### src/hdl/cct_map.svh
// register offsets, field positions and reset values for the core control block
`ifndef CCT_MAP_SVH
`define CCT_MAP_SVH

// ----------------------------------------
// register byte addresses
// ----------------------------------------
`define CCT_OFS_CORE_CONTROL   8'h00
`define CCT_OFS_INT_CTRL_ONE   8'h04
`define CCT_OFS_TABLE_PAGE     8'h08
`define CCT_OFS_IRQ_STATUS     8'h0C
`define CCT_OFS_IRQ_MASK       8'h10
`define CCT_OFS_STATUS_WORD    8'h14

// ----------------------------------------
// core_control fields
// ----------------------------------------
`define CCT_CC_VAR_BIT         15
`define CCT_CC_SIGN_HI         13
`define CCT_CC_SIGN_LO         12
`define CCT_CC_EXIT_BIT        11
`define CCT_CC_DEPTH_HI        10
`define CCT_CC_DEPTH_LO        8
`define CCT_CC_SAT_A_BIT       7
`define CCT_CC_SAT_B_BIT       6
`define CCT_CC_SAT_ST_BIT      5
`define CCT_CC_SAT_W_BIT       4
`define CCT_CC_PRIO_MSB_BIT    3
`define CCT_CC_RESET           16'h0020
`define CCT_SIGN_SIGNED        2'h0
`define CCT_SIGN_UNSIGNED      2'h1
`define CCT_SIGN_MIXED         2'h2

// ----------------------------------------
// interrupt_control_one fields, irq bits and the table_page config bit
// ----------------------------------------
`define CCT_IC1_STK_BIT        2
`define CCT_IC1_OSC_BIT        1
`define CCT_IRQ_STK_BIT        0
`define CCT_IRQ_OSC_BIT        1
`define CCT_PAGE_CFG_BIT       7

`endif

### src/hdl/cct_pkg.sv
// types for the core control and table access block
package cct_pkg;
  typedef enum logic [2:0] {
    CCT_ST_IDLE = 3'h1,
    CCT_ST_WAIT = 3'h2,
    CCT_ST_RESP = 3'h4
  } cct_tbl_state_type;

  typedef struct packed {
    logic [15:0]       core_control;
    logic [2:0]        loop_depth;
    logic              stk_flag;
    logic              osc_flag;
    logic [7:0]        table_page;
    logic [2:0]        status_lvl;
    logic [1:0]        irq_status;
    logic [1:0]        irq_mask;
    logic              irq;
    logic              loop_exit;
    logic              awv;
    logic [7:0]        awaddr;
    logic              wv;
    logic [31:0]       wdata;
    logic [3:0]        wstrb;
    logic              bvalid;
    logic [1:0]        bresp;
    logic              arready;
    logic              rvalid;
    logic [31:0]       rdata;
    logic [1:0]        rresp;
    cct_tbl_state_type tst;
    logic              tbl_high;
    logic              tbl_byte;
    logic              tbl_bsel;
    logic              tbl_write;
    logic [15:0]       tbl_wdata;
    logic              pm_req;
    logic              pm_we;
    logic [1:0]        pm_wlane;
    logic [23:0]       pm_wdata;
    logic [23:0]       pm_addr;
    logic              tbl_done;
    logic [15:0]       tbl_rdata;
  } cct_state_type;
endpackage

### src/hdl/cct_core_ctrl.sv
// core control register, trap flags and table access to program memory
`timescale 1ns/1ps
`include "cct_map.svh"
module cct_core_ctrl (
  // clock and reset
  input  wire logic        aclk,
  input  wire logic        aresetn,
  // axi4-lite write address
  input  wire logic        s_awvalid,
  output logic             s_awready,
  input  wire logic [7:0]  s_awaddr,
  // axi4-lite write data
  input  wire logic        s_wvalid,
  output logic             s_wready,
  input  wire logic [31:0] s_wdata,
  input  wire logic [3:0]  s_wstrb,
  // axi4-lite write response
  output logic             s_bvalid,
  input  wire logic        s_bready,
  output logic [1:0]       s_bresp,
  // axi4-lite read address
  input  wire logic        s_arvalid,
  output logic             s_arready,
  input  wire logic [7:0]  s_araddr,
  // axi4-lite read data
  output logic             s_rvalid,
  input  wire logic        s_rready,
  output logic [31:0]      s_rdata,
  output logic [1:0]       s_rresp,
  // cpu core events, same clock
  input  wire logic        loop_start,
  input  wire logic        loop_end,
  input  wire logic        stack_trap,
  input  wire logic        osc_trap,
  input  wire logic [3:0]  cpu_lvl_set,
  input  wire logic        cpu_lvl_load,
  // table instruction request, same clock
  input  wire logic        tbl_valid,
  input  wire logic        tbl_high,
  input  wire logic        tbl_write,
  input  wire logic        tbl_byte,
  input  wire logic [15:0] tbl_addr,
  input  wire logic [15:0] tbl_wdata,
  output logic             tbl_done,
  output logic [15:0]      tbl_rdata,
  output logic             tbl_busy,
  // program memory port
  output logic             pm_req,
  output logic             pm_we,
  output logic [1:0]       pm_wlane,
  output logic [23:0]      pm_addr,
  output logic [23:0]      pm_wdata,
  input  wire logic        pm_ack,
  input  wire logic [23:0] pm_rdata,
  // core control outputs
  output logic             var_latency,
  output logic [1:0]       multiply_sign_mode,
  output logic             acc_a_sat_enable,
  output logic             acc_b_sat_enable,
  output logic             store_sat_enable,
  output logic             sat_width_select,
  output logic             early_loop_exit,
  output logic [2:0]       loop_nest_depth,
  output logic [3:0]       cpu_priority_level,
  output logic             config_space,
  output logic             irq
);

  cct_pkg::cct_state_type s_reg;
  cct_pkg::cct_state_type s_next;

  // ----------------------------------------
  // helpers
  // ----------------------------------------
  function automatic logic [15:0] merge16(input logic [15:0] old, input logic [31:0] d,
                                          input logic [3:0] be);
    merge16 = old;
    if (be[0]) merge16[7:0] = d[7:0];
    if (be[1]) merge16[15:8] = d[15:8];
  endfunction

  function automatic logic [15:0] tbl_pick(input logic [23:0] w, input logic high,
                                           input logic bytem, input logic bsel);
    tbl_pick = 16'h0000;
    // table read selection
    if (!high && !bytem)
      tbl_pick = w[15:0];
    else if (!high)
      tbl_pick = {8'h00, (bsel ? w[15:8] : w[7:0])};
    else if (!bytem || !bsel)
      tbl_pick = {8'h00, w[23:16]};
  endfunction

  logic        wr_fire;
  logic        rd_fire;
  logic [15:0] cc_view;
  logic [15:0] ic1_view;
  logic [3:0]  lvl_now;

  // ----------------------------------------
  // next state
  // ----------------------------------------
  always_comb begin
    s_next = s_reg;
    s_next.loop_exit = 1'b0;
    s_next.tbl_done = 1'b0;
    wr_fire = s_reg.awv && s_reg.wv && !s_reg.bvalid;
    rd_fire = s_arvalid && s_reg.arready;
    lvl_now = {s_reg.core_control[`CCT_CC_PRIO_MSB_BIT], s_reg.status_lvl};
    if (loop_start && !loop_end && s_reg.loop_depth != 3'h7)
      s_next.loop_depth = s_reg.loop_depth + 3'h1;
    else if (loop_end && !loop_start && s_reg.loop_depth != 3'h0)
      s_next.loop_depth = s_reg.loop_depth - 3'h1;
    // write channel capture
    if (s_awvalid && !s_reg.awv) begin
      s_next.awv = 1'b1;
      s_next.awaddr = s_awaddr;
    end
    if (s_wvalid && !s_reg.wv) begin
      s_next.wv = 1'b1;
      s_next.wdata = s_wdata;
      s_next.wstrb = s_wstrb;
    end
    if (s_reg.bvalid && s_bready)
      s_next.bvalid = 1'b0;
    if (wr_fire) begin
      s_next.awv = 1'b0;
      s_next.wv = 1'b0;
      s_next.bvalid = 1'b1;
      s_next.bresp = 2'h0;
      case (s_reg.awaddr)
        `CCT_OFS_CORE_CONTROL: begin
          s_next.core_control = merge16(s_reg.core_control, s_reg.wdata, s_reg.wstrb)
                                & 16'hB0F3 | (s_reg.core_control & 16'h000C);
          if (s_reg.wstrb[0] && !s_reg.wdata[`CCT_CC_PRIO_MSB_BIT])
            s_next.core_control[`CCT_CC_PRIO_MSB_BIT] = 1'b0;
          if (s_reg.wstrb[1] && s_reg.wdata[`CCT_CC_EXIT_BIT])
            s_next.loop_exit = 1'b1;
        end
        `CCT_OFS_TABLE_PAGE:
          if (s_reg.wstrb[0]) s_next.table_page = s_reg.wdata[7:0];
        `CCT_OFS_STATUS_WORD:
          if (s_reg.wstrb[0]) s_next.status_lvl = s_reg.wdata[7:5];
        `CCT_OFS_IRQ_STATUS:
          if (s_reg.wstrb[0]) s_next.irq_status = s_reg.irq_status & ~s_reg.wdata[1:0];
        `CCT_OFS_IRQ_MASK:
          if (s_reg.wstrb[0]) s_next.irq_mask = s_reg.wdata[1:0];
        `CCT_OFS_INT_CTRL_ONE: begin
          // trap flags clear by writing zero
          if (s_reg.wstrb[0] && !s_reg.wdata[`CCT_IC1_STK_BIT]) s_next.stk_flag = 1'b0;
          if (s_reg.wstrb[0] && !s_reg.wdata[`CCT_IC1_OSC_BIT]) s_next.osc_flag = 1'b0;
        end
        default: s_next.bresp = 2'h2;
      endcase
    end
    // cpu priority level load, hardware wins over software
    // level split
    if (cpu_lvl_load) begin
      s_next.core_control[`CCT_CC_PRIO_MSB_BIT] = cpu_lvl_set[3];
      s_next.status_lvl = cpu_lvl_set[2:0];
    end
    if (stack_trap) begin
      s_next.stk_flag = 1'b1;
      s_next.irq_status[`CCT_IRQ_STK_BIT] = 1'b1;
    end
    if (osc_trap) begin
      s_next.osc_flag = 1'b1;
      s_next.irq_status[`CCT_IRQ_OSC_BIT] = 1'b1;
    end
    s_next.irq = |(s_next.irq_status & s_next.irq_mask);
    // read channel
    s_next.arready = !s_reg.rvalid && !rd_fire;
    if (s_reg.rvalid && s_rready)
      s_next.rvalid = 1'b0;
    if (rd_fire) begin
      s_next.rvalid = 1'b1;
      s_next.rresp = 2'h0;
      s_next.rdata = 32'h0000_0000;
      case (s_araddr)
        `CCT_OFS_CORE_CONTROL: s_next.rdata[15:0] = cc_view;
        `CCT_OFS_INT_CTRL_ONE: s_next.rdata[15:0] = ic1_view;
        `CCT_OFS_TABLE_PAGE:   s_next.rdata[7:0] = s_reg.table_page;
        `CCT_OFS_STATUS_WORD:  s_next.rdata[7:5] = s_reg.status_lvl;
        `CCT_OFS_IRQ_STATUS:   s_next.rdata[1:0] = s_reg.irq_status;
        `CCT_OFS_IRQ_MASK:     s_next.rdata[1:0] = s_reg.irq_mask;
        default:               s_next.rresp = 2'h2;
      endcase
    end
    // table access engine
    case (s_reg.tst)
      cct_pkg::CCT_ST_IDLE: begin
        if (tbl_valid) begin
          s_next.tst = cct_pkg::CCT_ST_WAIT;
          s_next.tbl_high = tbl_high;
          s_next.tbl_byte = tbl_byte;
          s_next.tbl_bsel = tbl_addr[0];
          s_next.tbl_write = tbl_write;
          s_next.pm_req = 1'b1;
          s_next.pm_we = tbl_write;
          // page plus word address, step of two per word
          s_next.pm_addr = {s_reg.table_page, tbl_addr[15:1], 1'b0};
          // lane choice: low word, upper byte, or no lane for an odd high byte
          if (tbl_high) begin
            s_next.pm_wlane = (tbl_byte && tbl_addr[0]) ? 2'h0 : 2'h2;
            s_next.pm_wdata = {tbl_wdata[7:0], 16'h0000};
          end else begin
            s_next.pm_wlane = 2'h1;
            s_next.pm_wdata = {8'h00, tbl_wdata};
            if (tbl_byte)
              s_next.pm_wdata[15:0] = tbl_addr[0] ? {tbl_wdata[7:0], 8'h00}
                                                  : {8'h00, tbl_wdata[7:0]};
          end
        end
      end
      cct_pkg::CCT_ST_WAIT: begin
        if (pm_ack) begin
          s_next.pm_req = 1'b0;
          s_next.pm_we = 1'b0;
          s_next.tst = cct_pkg::CCT_ST_RESP;
          s_next.tbl_rdata = s_reg.tbl_write ? 16'h0000
                             : tbl_pick(pm_rdata, s_reg.tbl_high, s_reg.tbl_byte,
                                        s_reg.tbl_bsel);
        end
      end
      cct_pkg::CCT_ST_RESP: begin
        s_next.tbl_done = 1'b1;
        s_next.tst = cct_pkg::CCT_ST_IDLE;
      end
      default: s_next.tst = cct_pkg::CCT_ST_IDLE;
    endcase
  end

  // depth shown live, exit bit reads zero
  assign cc_view = {s_reg.core_control[15:12], 1'b0, s_reg.loop_depth,
                    s_reg.core_control[7:0]};
  assign ic1_view = {13'h0000, s_reg.stk_flag, s_reg.osc_flag, 1'b0};

  // ----------------------------------------
  // state register
  // ----------------------------------------
  always_ff @(posedge aclk) begin
    if (!aresetn) begin
      s_reg <= '0;
      s_reg.core_control <= `CCT_CC_RESET;
      s_reg.tst <= cct_pkg::CCT_ST_IDLE;
    end else begin
      s_reg <= s_next;
    end
  end

  // ----------------------------------------
  // outputs
  // ----------------------------------------
  assign s_awready = !s_reg.awv;
  assign s_wready = !s_reg.wv;
  assign s_bvalid = s_reg.bvalid;
  assign s_bresp = s_reg.bresp;
  assign s_arready = s_reg.arready;
  assign s_rvalid = s_reg.rvalid;
  assign s_rdata = s_reg.rdata;
  assign s_rresp = s_reg.rresp;
  assign tbl_done = s_reg.tbl_done;
  assign tbl_rdata = s_reg.tbl_rdata;
  assign tbl_busy = s_reg.tst != cct_pkg::CCT_ST_IDLE;
  assign pm_req = s_reg.pm_req;
  assign pm_we = s_reg.pm_we;
  assign pm_wlane = s_reg.pm_wlane;
  assign pm_addr = s_reg.pm_addr;
  assign pm_wdata = s_reg.pm_wdata;
  assign var_latency = s_reg.core_control[`CCT_CC_VAR_BIT];
  assign multiply_sign_mode = s_reg.core_control[`CCT_CC_SIGN_HI:`CCT_CC_SIGN_LO];
  assign acc_a_sat_enable = s_reg.core_control[`CCT_CC_SAT_A_BIT];
  assign acc_b_sat_enable = s_reg.core_control[`CCT_CC_SAT_B_BIT];
  assign store_sat_enable = s_reg.core_control[`CCT_CC_SAT_ST_BIT];
  assign sat_width_select = s_reg.core_control[`CCT_CC_SAT_W_BIT];
  assign early_loop_exit = s_reg.loop_exit;
  assign loop_nest_depth = s_reg.loop_depth;
  assign cpu_priority_level = lvl_now;
  assign config_space = s_reg.table_page[`CCT_PAGE_CFG_BIT];
  assign irq = s_reg.irq;

endmodule

### config.mk
export PLATFORM = sky130hd
export DESIGN_NAME = cct_core_ctrl
export DESIGN_NICKNAME = d
export VERILOG_FILES = /design/src/hdl/cct_pkg.sv /design/src/hdl/cct_core_ctrl.sv
export VERILOG_INCLUDE_DIRS = /design/src /design/src/hdl
export SDC_FILE = /design/constraint.sdc
export NUM_CORES = 1
export LEC_CHECK = 0
export BUFFER_PORTS_ARGS = -buffer_cell sky130_fd_sc_hd__buf_2
export CAP_MARGIN = 10
export CELL_PAD_IN_SITES_DETAIL_PLACEMENT = 0
export CELL_PAD_IN_SITES_GLOBAL_PLACEMENT = 1
export CORE_ASPECT_RATIO = 0.8
export CORE_MARGIN = 2
export CORE_UTILIZATION = 32
export CTS_BUF_LIST = sky130_fd_sc_hd__clkbuf_8 sky130_fd_sc_hd__clkbuf_16
export CTS_CLUSTER_DIAMETER = 150
export CTS_CLUSTER_SIZE = 28
export DETAILED_ROUTE_END_ITERATION = 16
export GPL_TIMING_DRIVEN = 0
export HOLD_SLACK_MARGIN = 0.08
export PLACE_DENSITY_LB_ADDON = 0.25
export SYNTH_ARGS = -nofsm -noshare
export SYNTH_HDL_FRONTEND = slang
export SYNTH_SLANG_ARGS = --single-unit
export TNS_END_PERCENT = 1
### constraint.sdc
create_clock -name aclk -period 1.9 [get_ports aclk]
set_input_delay 0.285 -clock aclk [delete_from_list [all_inputs] [get_ports aclk]]
set_output_delay 0.285 -clock aclk [all_outputs]
set_load 0.01 [all_outputs]
==> results of run 1 <==
-- final cells by class --
type                    count  share of cell area [%]
clock inverters            12                    2.20
well taps                 275                    3.74
multi-input cells         533                    32.6
inverters                   6                   0.245
flip-flops and latches    150                    32.6
clock buffers              18                    4.77
plain buffers             159                    11.3
repair buffers            220                    12.5
-- what timing repair did --
action                     in CTS  in global routing
buffers inserted                0                  2
pin swaps                       1                  3
setup endpoints to repair      71                 67
hold endpoints to repair        6                  0
gates resized for setup        11                 21
hold buffers                    6                  0
-- worst max-delay path, delay by kind of cell (launching register included) --
kind,cells,cell delay (ns)
flops,1,0.33
buf+inv,1,0.16
simple gates,2,0.91
compound gates,2,0.41
-- cells by family (layout without fill, tap and decap cells) --
| logic type | count (synthesis) | in the layout |
|---|---|---|
| buffers and inverters | 165 | 415 |
| AO/OA/AOI/OAI | 189 | 189 |
| adder cells (fa/ha/maj) | 1 | 1 |
| flip-flops | 150 | 150 |
| AND/OR/NAND/NOR | 290 | 290 |
| other | 1 | 21 |
| multiplexers | 32 | 32 |
-- final timing paths --
check                                 start              end  slack [ns]  cells past startpoint
worst max register to register   s_reg[168]              irq       -0.02                      5
worst max-delay path             s_reg[168]              irq       -0.02                      5
worst min register to register   s_reg[146]  early_loop_exit        0.44                      2
worst min-delay path            s_awaddr[1]       s_reg[169]         0.1                      3
-- power by group --
part           internal, uW  switching (uW)  total, uW
Clock                  2360            1380       3730
Sequential             3260            96.6       3360
Combinational           456             559       1020
Total                  6080            2030       8110
-- cells in the final DEF (no fill, tap or decap), types with 3 or more instances in the layout --
| cell type | synthesis | layout |
|---|---|---|
| clkbuf_1 | 41 | 37 |
| nand4bb_1 | 3 | 3 |
| buf_4 | 111 | 112 |
| or3_1 | 8 | 8 |
| mux2_2 | 3 | 3 |
| dfxtp_1 | 150 | 148 |
| a32o_1 | 3 | 3 |
| clkinvlp_4 | 0 | 3 |
| a22oi_1 | 21 | 21 |
| a21bo_2 | 8 | 8 |
| nor2b_1 | 15 | 15 |
| nand2_1 | 125 | 125 |
| a31oi_1 | 6 | 6 |
| a22o_1 | 10 | 10 |
| bufinv_16 | 0 | 5 |
| nand3b_1 | 5 | 5 |
| dlygate4sd3_1 | 0 | 6 |
| mux2i_1 | 29 | 29 |
| nor4_2 | 0 | 4 |
| clkbuf_16 | 0 | 17 |
| and2_1 | 5 | 5 |
| a21oi_1 | 99 | 99 |
| o21ai_0 | 30 | 27 |
| nor2_1 | 66 | 65 |
| nand3_1 | 21 | 21 |
| and3_1 | 8 | 8 |
| nor3_1 | 7 | 6 |
| nand2b_1 | 5 | 5 |
| conb_1 | 1 | 21 |
| clkbuf_2 | 0 | 3 |
| buf_2 | 1 | 218 |
| inv_1 | 6 | 7 |
-- stage by stage --
| step | instance area [um2] | cells |
|---|---|---|
| after floorplan | 6980 | 848 |
| final | 9210 | 1373 |
| after global placement | 8380 | 1334 |
| after detailed placement | 8390 | 1335 |
| after CTS | 9120 | 1371 |
| after global routing | 9210 | 1373 |
-- metal layers --
metal	vias up	wire length [um]	global-route usage [%]
met4	2	297	6.47
met1	2903	10900	26.4
met3	23	1420	5.05
li1	3242	-	-
met2	209	8300	24.7
met5	-	13	0
==> flow_metrics.tcl, run 1 <==
set metrics [dict create \
    vias 6379 \
    fmax_ghz 0.520 \
    post-dp-hpwl_um 15900 \
    yosysMostFrequentCell "dfxtp_1" \
    grt.total_usage_pct 17.9 \
    clock_path_buffers 2 \
    fin_crit_ns 1.92 \
    synth_cells 828 \
    synth-seq-cells 150 \
    die_area_um2 22800 \
    initialDrtViolationCount 338 \
    n_fill_cell 2282 \
    die_w_um 168 \
    antenna_cells 0 \
    yosysTopAreaCell "dfxtp_1" \
    antenna_found_initial 1 \
    die_h_um 135 \
    synthMuxAreaShare_pct 4.69 \
    ys_seq_area_share_pct 43.5 \
    cp.required_ns 2.21 \
    critPathSlowestCell "or4_4" \
    cp-start-kind "flop" \
    clock_sinks 150 \
    ys_types 52 \
    critPathCaptureType "flop" \
    vias_per_cell 4.65 \
    synth_top_family_by_area "simple AND/OR/NAND/NOR gates" \
    syn_area_um2 6910 \
    violations "negative setup slack" \
    place_congestion 0.833 \
    root_buffer "clkbuf_16" \
    grt-ovfl-total 0 \
    finalCritPeriodShare_pct 101 \
    fin_ws_ns -0.0227 \
    first_global_vias 5849 \
    slew-limit-headroom_pct 47.5 \
    worstMarginPinSlew_ns 0.776 \
    synth-async-reset-ratio_pct 0 \
    synth_ff_type "dfxtp_1" \
    synth_top_area_share_pct 43.5 \
    cts_tree "yes" \
    critical_path_arrival_ns 2.23 \
    fin_nets 1217 \
    maxCapViolCount 0 \
    start_util_pct 32.3 \
    setup_viol_count_final 1 \
    path_max_fanout 7 \
    hold_class "in2reg" \
    route.antenna.remaining_nets 0 \
    p_leak_uw 0.00425 \
    fin_hold_ws_ns 0.0998 \
    power_uw 8110 \
    route.detailed.drc 0 \
    rsz0062_at_grt "true" \
    final_util_pct 43.1 \
    syn2layout_area_growth_pct 33.3 \
    ys_top_cells_by_area "dfxtp_1 43%, buf_4 12%, a21oi_1 7.2%, nand2_1 6.8%, mux2i_1 4.2%" \
    multi_input_area_um2 3010 \
    wl_per_cell_um 15.2 \
    clk-insertion-delay-late_ns 0.43 \
    slowest_delay_ns 0.53 \
    ff_latch_area_um2 3010 \
    drive_gt1_share_pct 35.9 \
    totalWireLength_um 20900 \
    yosys.area_share.simple_pct 20.0 \
    fp.coreArea_um2 21400 \
    finalHoldViolations 0 \
    rows 48 \
    fin_tns_setup_ns -0.0227 \
    yosysWarnings 0 \
    io_buffers 211 \
    dp_slack_ns -0.340 \
    largest_register_ff_count 42 \
    clk_pin_slew_ns 0.06 \
    io_pins 257 \
    synth-xor-area-share_pct 0 \
    synth_commonest_cells "150 x dfxtp_1, 125 x nand2_1, 111 x buf_4" \
    grt_pass1_wl_um 31400 \
    synth-edff-count 0 \
    synth_compound_area_share_pct 16.4 \
    powerDensity_nw_per_um2 881 \
    numCtsBuffers 17 \
    status "finished with violations" \
    worstPathCellList "or4_4 > buf_8 > nor4_2 > a31oi_1 > a22o_1" \
    synth_fa_ha_area_share_pct 0.290 \
    crit_type "reg2reg" \
    irDropWorstVdd_uv 479 \
    firstDrtPassIters 5 \
    drv_slew 0 \
    grt_max_degree 17 \
    finClkSkew_ns 0.0102 \
    syn_area_per_cell_um2 8.34 \
    htree_levels 4 \
]
(Power assumes the default switching activity.)
==> inputs of run 2 (changes only) <==
BUFFER_PORTS_ARGS = default   (was -buffer_cell sky130_fd_sc_hd__buf_2)
CELL_PAD_IN_SITES_DETAIL_PLACEMENT = default   (was 0)
CELL_PAD_IN_SITES_GLOBAL_PLACEMENT = default   (was 1)
CORE_UTILIZATION = 57   (was 32)
DONT_BUFFER_PORTS = 1   (was default)
==> run 2 against run 1 <==
  * The flow still finishes with violations (negative setup slack)
  * Die area shrank 43%
  * Global-route usage rose by 11 points
  * Sequential power barely moved
  * Clock power fell by 10%
  * Wire length fell by 7.8%
  * Largest cell class is now registers
==> flow_metrics.tcl, run 2 (synthesis results as in run 1) <==
set metrics [dict create \
    worstPathCellList "nor4_1 > nand4_1 > o211ai_1 > a21oi_1" \
    hold_class "in2reg" \
    route.detailed.drc 0 \
    fin_crit_ns 1.91 \
    rsz0062_at_grt "true" \
    placedCellCount 996 \
    path_max_fanout 7 \
    final_util_pct 73.3 \
    violations "negative setup slack" \
    grt-ovfl-total 0 \
    antenna_found_initial 0 \
    critPathCaptureType "flop" \
    slowest_delay_ns 0.53 \
    path_buf_inv 0 \
    clock_path_buffers 2 \
    finalHoldViolations 0 \
    finClkSkew_ns 0.00678 \
    cp_top_family "simple AND/OR/NAND/NOR gates" \
    route.antenna.remaining_nets 0 \
    clock_sinks 150 \
    status "finished with violations" \
    dp_slack_ns -0.218 \
    n_fill_cell 896 \
    totalWireLength_um 19300 \
    rows 35 \
    final_common_cell "dfxtp_1" \
    startpoint "s_reg[168]" \
    crit_type "reg2reg" \
    grt_pass1_wl_um 29700 \
    critPathSlowestCell "nand4_1" \
    cts_tree "yes" \
    numCtsBuffers 17 \
    start_util_pct 59.3 \
    grt_max_degree 17 \
    die_area_um2 13000 \
    powerDensity_nw_per_um2 896 \
    worstMarginPinSlew_ns 0.708 \
    die_w_um 127 \
    htree_levels 4 \
    fin_cells 1096 \
    initialDrtViolationCount 386 \
    firstDrtPassIters 5 \
    clk-insertion-delay-late_ns 0.41 \
    drive_gt1_share_pct 18.7 \
    min-delay-start "loop_end" \
    wl_per_cell_um 17.6 \
    vias_per_cell 5.59 \
    post-dp-hpwl_um 13800 \
    p_leak_uw 0.00351 \
    fin_ws_ns -0.0100 \
    antenna_cells 0 \
    root_buffer "clkbuf_16" \
    vias 6130 \
    finalCritPeriodShare_pct 101 \
    die_h_um 102 \
    largest_register_ff_count 42 \
    grt.total_usage_pct 28.9 \
    fmax_ghz 0.524 \
    cp.required_ns 2.16 \
    place_congestion 0.898 \
    final_cell_mix "149 x dfxtp_1, 125 x nand2_1, 111 x buf_4" \
    critical_path_arrival_ns 2.17 \
    first_global_vias 5932 \
    syn2layout_area_growth_pct 23.5 \
    irDropWorstVdd_uv 729 \
    fp.coreArea_um2 11600 \
    drv_slew 0 \
    setup_viol_count_final 2 \
    cp-start-kind "flop" \
    rr_startpoint "s_reg[168]" \
    slew-limit-headroom_pct 52.8 \
    dpl_cell_area_um2 7170 \
    clk_pin_slew_ns 0.06 \
    io_buffers 0 \
    fin_area_um2 8530 \
    io_pins 257 \
    fin_nets 1066 \
    maxCapViolCount 0 \
]
==> run 2: cell types whose count changed in the layout (fill, tap and decap cells not counted), moves of 2 or more <==
cell           delta
clkinvlp_4        -2
inv_6             -2
bufinv_16         -3
nor4_2            -3
nor4_1            +2
o21ai_2           -2
clkbuf_8          +4
dlygate4sd3_1    +62
buf_2           -211
clkinv_2          +4
==> run 2: stage by stage <==
step           hold slack, ns  power [uW]  TNS, ns
5_1_grt                0.0927        7900    -1.42
3_5_place_dp            0.411        4190   -11.20
4_1_cts                0.0803        7620    -1.05
6_report               0.0853        7640  -0.0164
3_3_place_gp            0.407        4160    -5.76
2_1_floorplan           0.401        4020        0
==> run 2: path summary, 6_finish.rpt <==
check,cells after the start,endpoint,slack [ns]
min reg2reg,2,pm_addr[1],0.46
min,3,loop_nest_depth[1],0.09
max reg2reg,4,cpu_priority_level[3],-0.01
max,4,cpu_priority_level[3],-0.01
==> run 2: layout make-up <==
class	count	area, um2	area share (%)
clock inverter	9	100	1.17
multi-input combinational	533	2990	35.1
clock buffer	22	494	5.79
buffer	159	1030	12.1
timing repair buffer	69	701	8.21
tap	148	185	2.17
sequential	150	3000	35.2
inverter	6	22.5	0.264
==> run 2: worst min-delay path: cells and delay by family <==
family,cells,cell delay (ns)
and+or+nand+nor,1,0.04
AOI/OAI and AO/OA,2,0.12
==> run 2: per-layer routing <==
| metal | share of wire (%) | track usage [%] | routed length, um | vias to the layer above |
|---|---|---|---|---|
| met4 | 2.5 | 9.38 | 476 | 0 |
| met3 | 7.9 | 7.07 | 1520 | 37 |
| met2 | 48 | 49.8 | 9200 | 284 |
| li1 | - | - | - | 2914 |
| met5 | 0 | 0 | 0 | - |
| met1 | 42 | 36.2 | 8070 | 2895 |
==> run 2: repair_timing <==
item                       in CTS  in global routing
setup endpoints to repair      70                 85
resized for setup              11                 17
hold buffers                   68                  0
hold endpoints to repair       77                  0
pin swaps                       0                  2
setup buffers                   0                  1
==> run 2: where the power goes <==
part	switching (uW)	internal, uW	leakage [uW]	total, uW
logic	501	415	0.00199	916
clock network	1260	2090	0.000299	3350
registers	108	3270	0.00122	3370
total	1870	5770	0.00351	7640
==> inputs of run 3 (changes only) <==
SETUP_SLACK_MARGIN = 0.15   (was default)
==> run 3 against run 2 <==
  * The run still ends with negative setup slack left
  * Combinational power grew 1%
  * Clock power grew 6.9%
  * Cell area grew 1.0%
  * Wire length shrank 1.6%
  * Global-route usage is essentially flat
  * Setup slack lost 0.018 ns
  * Worst hold slack gained 0.030 ns
  * Sequential share of layout area shrank 0.35 points
  * Core utilization grew 0.76 points
  * Critical path depth grew 1
  * Clock skew grew 0.0043 ns
==> flow_metrics.tcl, run 3 (synthesis results as in run 1) <==
set metrics [dict create \
    clk_pin_slew_ns 0.06 \
    n_fill_cell 864 \
    largest_register_ff_count 42 \
    finalHoldViolations 0 \
    worstMarginPinSlew_ns 0.741 \
    placedCellCount 996 \
    fp.coreArea_um2 11600 \
    critPathSlowestCell "or4_4" \
    slew-limit-headroom_pct 50.2 \
    initialDrtViolationCount 412 \
    vias_per_cell 5.57 \
    syn2layout_area_growth_pct 24.8 \
    p_leak_uw 0.00356 \
    met1_usage_pct 36.4 \
    io_pins 257 \
    final_common_cell "dfxtp_1" \
    start_util_pct 59.3 \
    firstDrtPassIters 5 \
    top_usage_layer "met2" \
    grt_max_degree 17 \
    antenna_cells 0 \
    cp_top_family "simple AND/OR/NAND/NOR gates" \
    path_buf_inv 1 \
    slowest_delay_ns 0.53 \
    fmax_ghz 0.519 \
    powerDensity_nw_per_um2 914 \
    rsz0062_at_grt "true" \
    critPathCaptureType "flop" \
    worstPathCellList "or4_4 > buf_6 > or4b_4 > o21ai_2 > a21oi_1" \
    clock_sinks 150 \
    met3_usage_pct 9.69 \
    status "finished with violations" \
    place_congestion 0.870 \
    crit_type "reg2reg" \
    fin_crit_ns 1.93 \
    numCtsBuffers 17 \
    grt-ovfl-total 0 \
    maxCapViolCount 0 \
    dpl_cell_area_um2 7170 \
    finalCritPeriodShare_pct 101 \
    drv_slew 0 \
    final_cell_mix "148 x dfxtp_1, 125 x nand2_1, 112 x buf_4" \
    vias 6117 \
    rows 35 \
    grt.total_usage_pct 29.0 \
    fin_area_um2 8620 \
    die_w_um 127 \
    cp.required_ns 2.19 \
    dp_slack_ns -0.208 \
    root_buffer "clkbuf_16" \
    path_max_fanout 7 \
    route.antenna.remaining_nets 0 \
    fin_cells 1099 \
    clk-insertion-delay-late_ns 0.41 \
    irDropWorstVdd_uv 610 \
    gr-usage-met2_pct 47.0 \
    grt_pass1_wl_um 29700 \
    route.detailed.drc 0 \
    die_h_um 102 \
    critical_path_arrival_ns 2.21 \
    post-dp-hpwl_um 13600 \
    totalWireLength_um 19000 \
    finClkSkew_ns 0.0111 \
    fin_nets 1068 \
    htree_levels 4 \
    fin_ws_ns -0.0279 \
    io_buffers 0 \
    drive_gt1_share_pct 19.8 \
    first_global_vias 5996 \
    die_area_um2 13000 \
    violations "negative setup slack" \
    final_util_pct 74.0 \
    antenna_found_initial 0 \
    hold_class "in2reg" \
    cp-start-kind "flop" \
    cts_tree "yes" \
    wl_per_cell_um 17.2 \
    clock_path_buffers 2 \
    setup_viol_count_final 1 \
]
==> run 3: final cells by class <==
type	count	area, um2	area share [%]
sequential	150	3010	34.9
inverter	6	22.5	0.261
clock inverter	11	156	1.81
timing repair buffer	71	718	8.33
tap	148	185	2.15
clock buffer	21	480	5.57
buffer	159	1040	12.1
multi-input combinational	533	3010	34.9
==> run 3: power by group <==
group	internal (uW)	switching, uW	total [uW]
Combinational	421	506	927
Sequential	3270	109	3370
Clock	2320	1260	3580
Total	6010	1870	7880
==> run 3: through the flow <==
step                      hold WS [ns]  setup TNS (ns)  power (uW)
after floorplan                  0.401               0        4020
after global placement           0.406           -4.94        4160
after detailed placement         0.414           -8.91        4190
after CTS                        0.107               0        7880
after global routing             0.131          -0.214        8170
final                            0.115         -0.0279        7880
==> run 3: tightest hold or removal path, cell delays in order <==
cell and delay (ns):
nand2b_1 0.04, o31ai_1 0.08, a211oi_2 0.08
==> run 3: worst paths after layout <==
kind | startpoint | to | slack [ns] | cells after the start
min reg2reg | s_reg[146] | early_loop_exit | 0.44 | 2
max | s_reg[168] | cpu_priority_level[2] | -0.03 | 5
max reg2reg | s_reg[168] | cpu_priority_level[2] | -0.03 | 5
min | loop_end | loop_nest_depth[1] | 0.11 | 3
==> run 3: metal layers <==
| layer | up-vias | wire [um] |
|---|---|---|
| met4 | 0 | 433 |
| met3 | 35 | 1640 |
| met1 | 2862 | 8140 |
| li1 | 2933 | - |
| met5 | - | 0 |
| met2 | 287 | 8740 |
==> run 3: repair_timing <==
action                     CTS  global route
setup endpoints to repair   87           104
hold endpoints to repair    77             0
hold buffers                69             0
resized for setup           19            19
setup buffers                1             1
pin swaps                    2             3
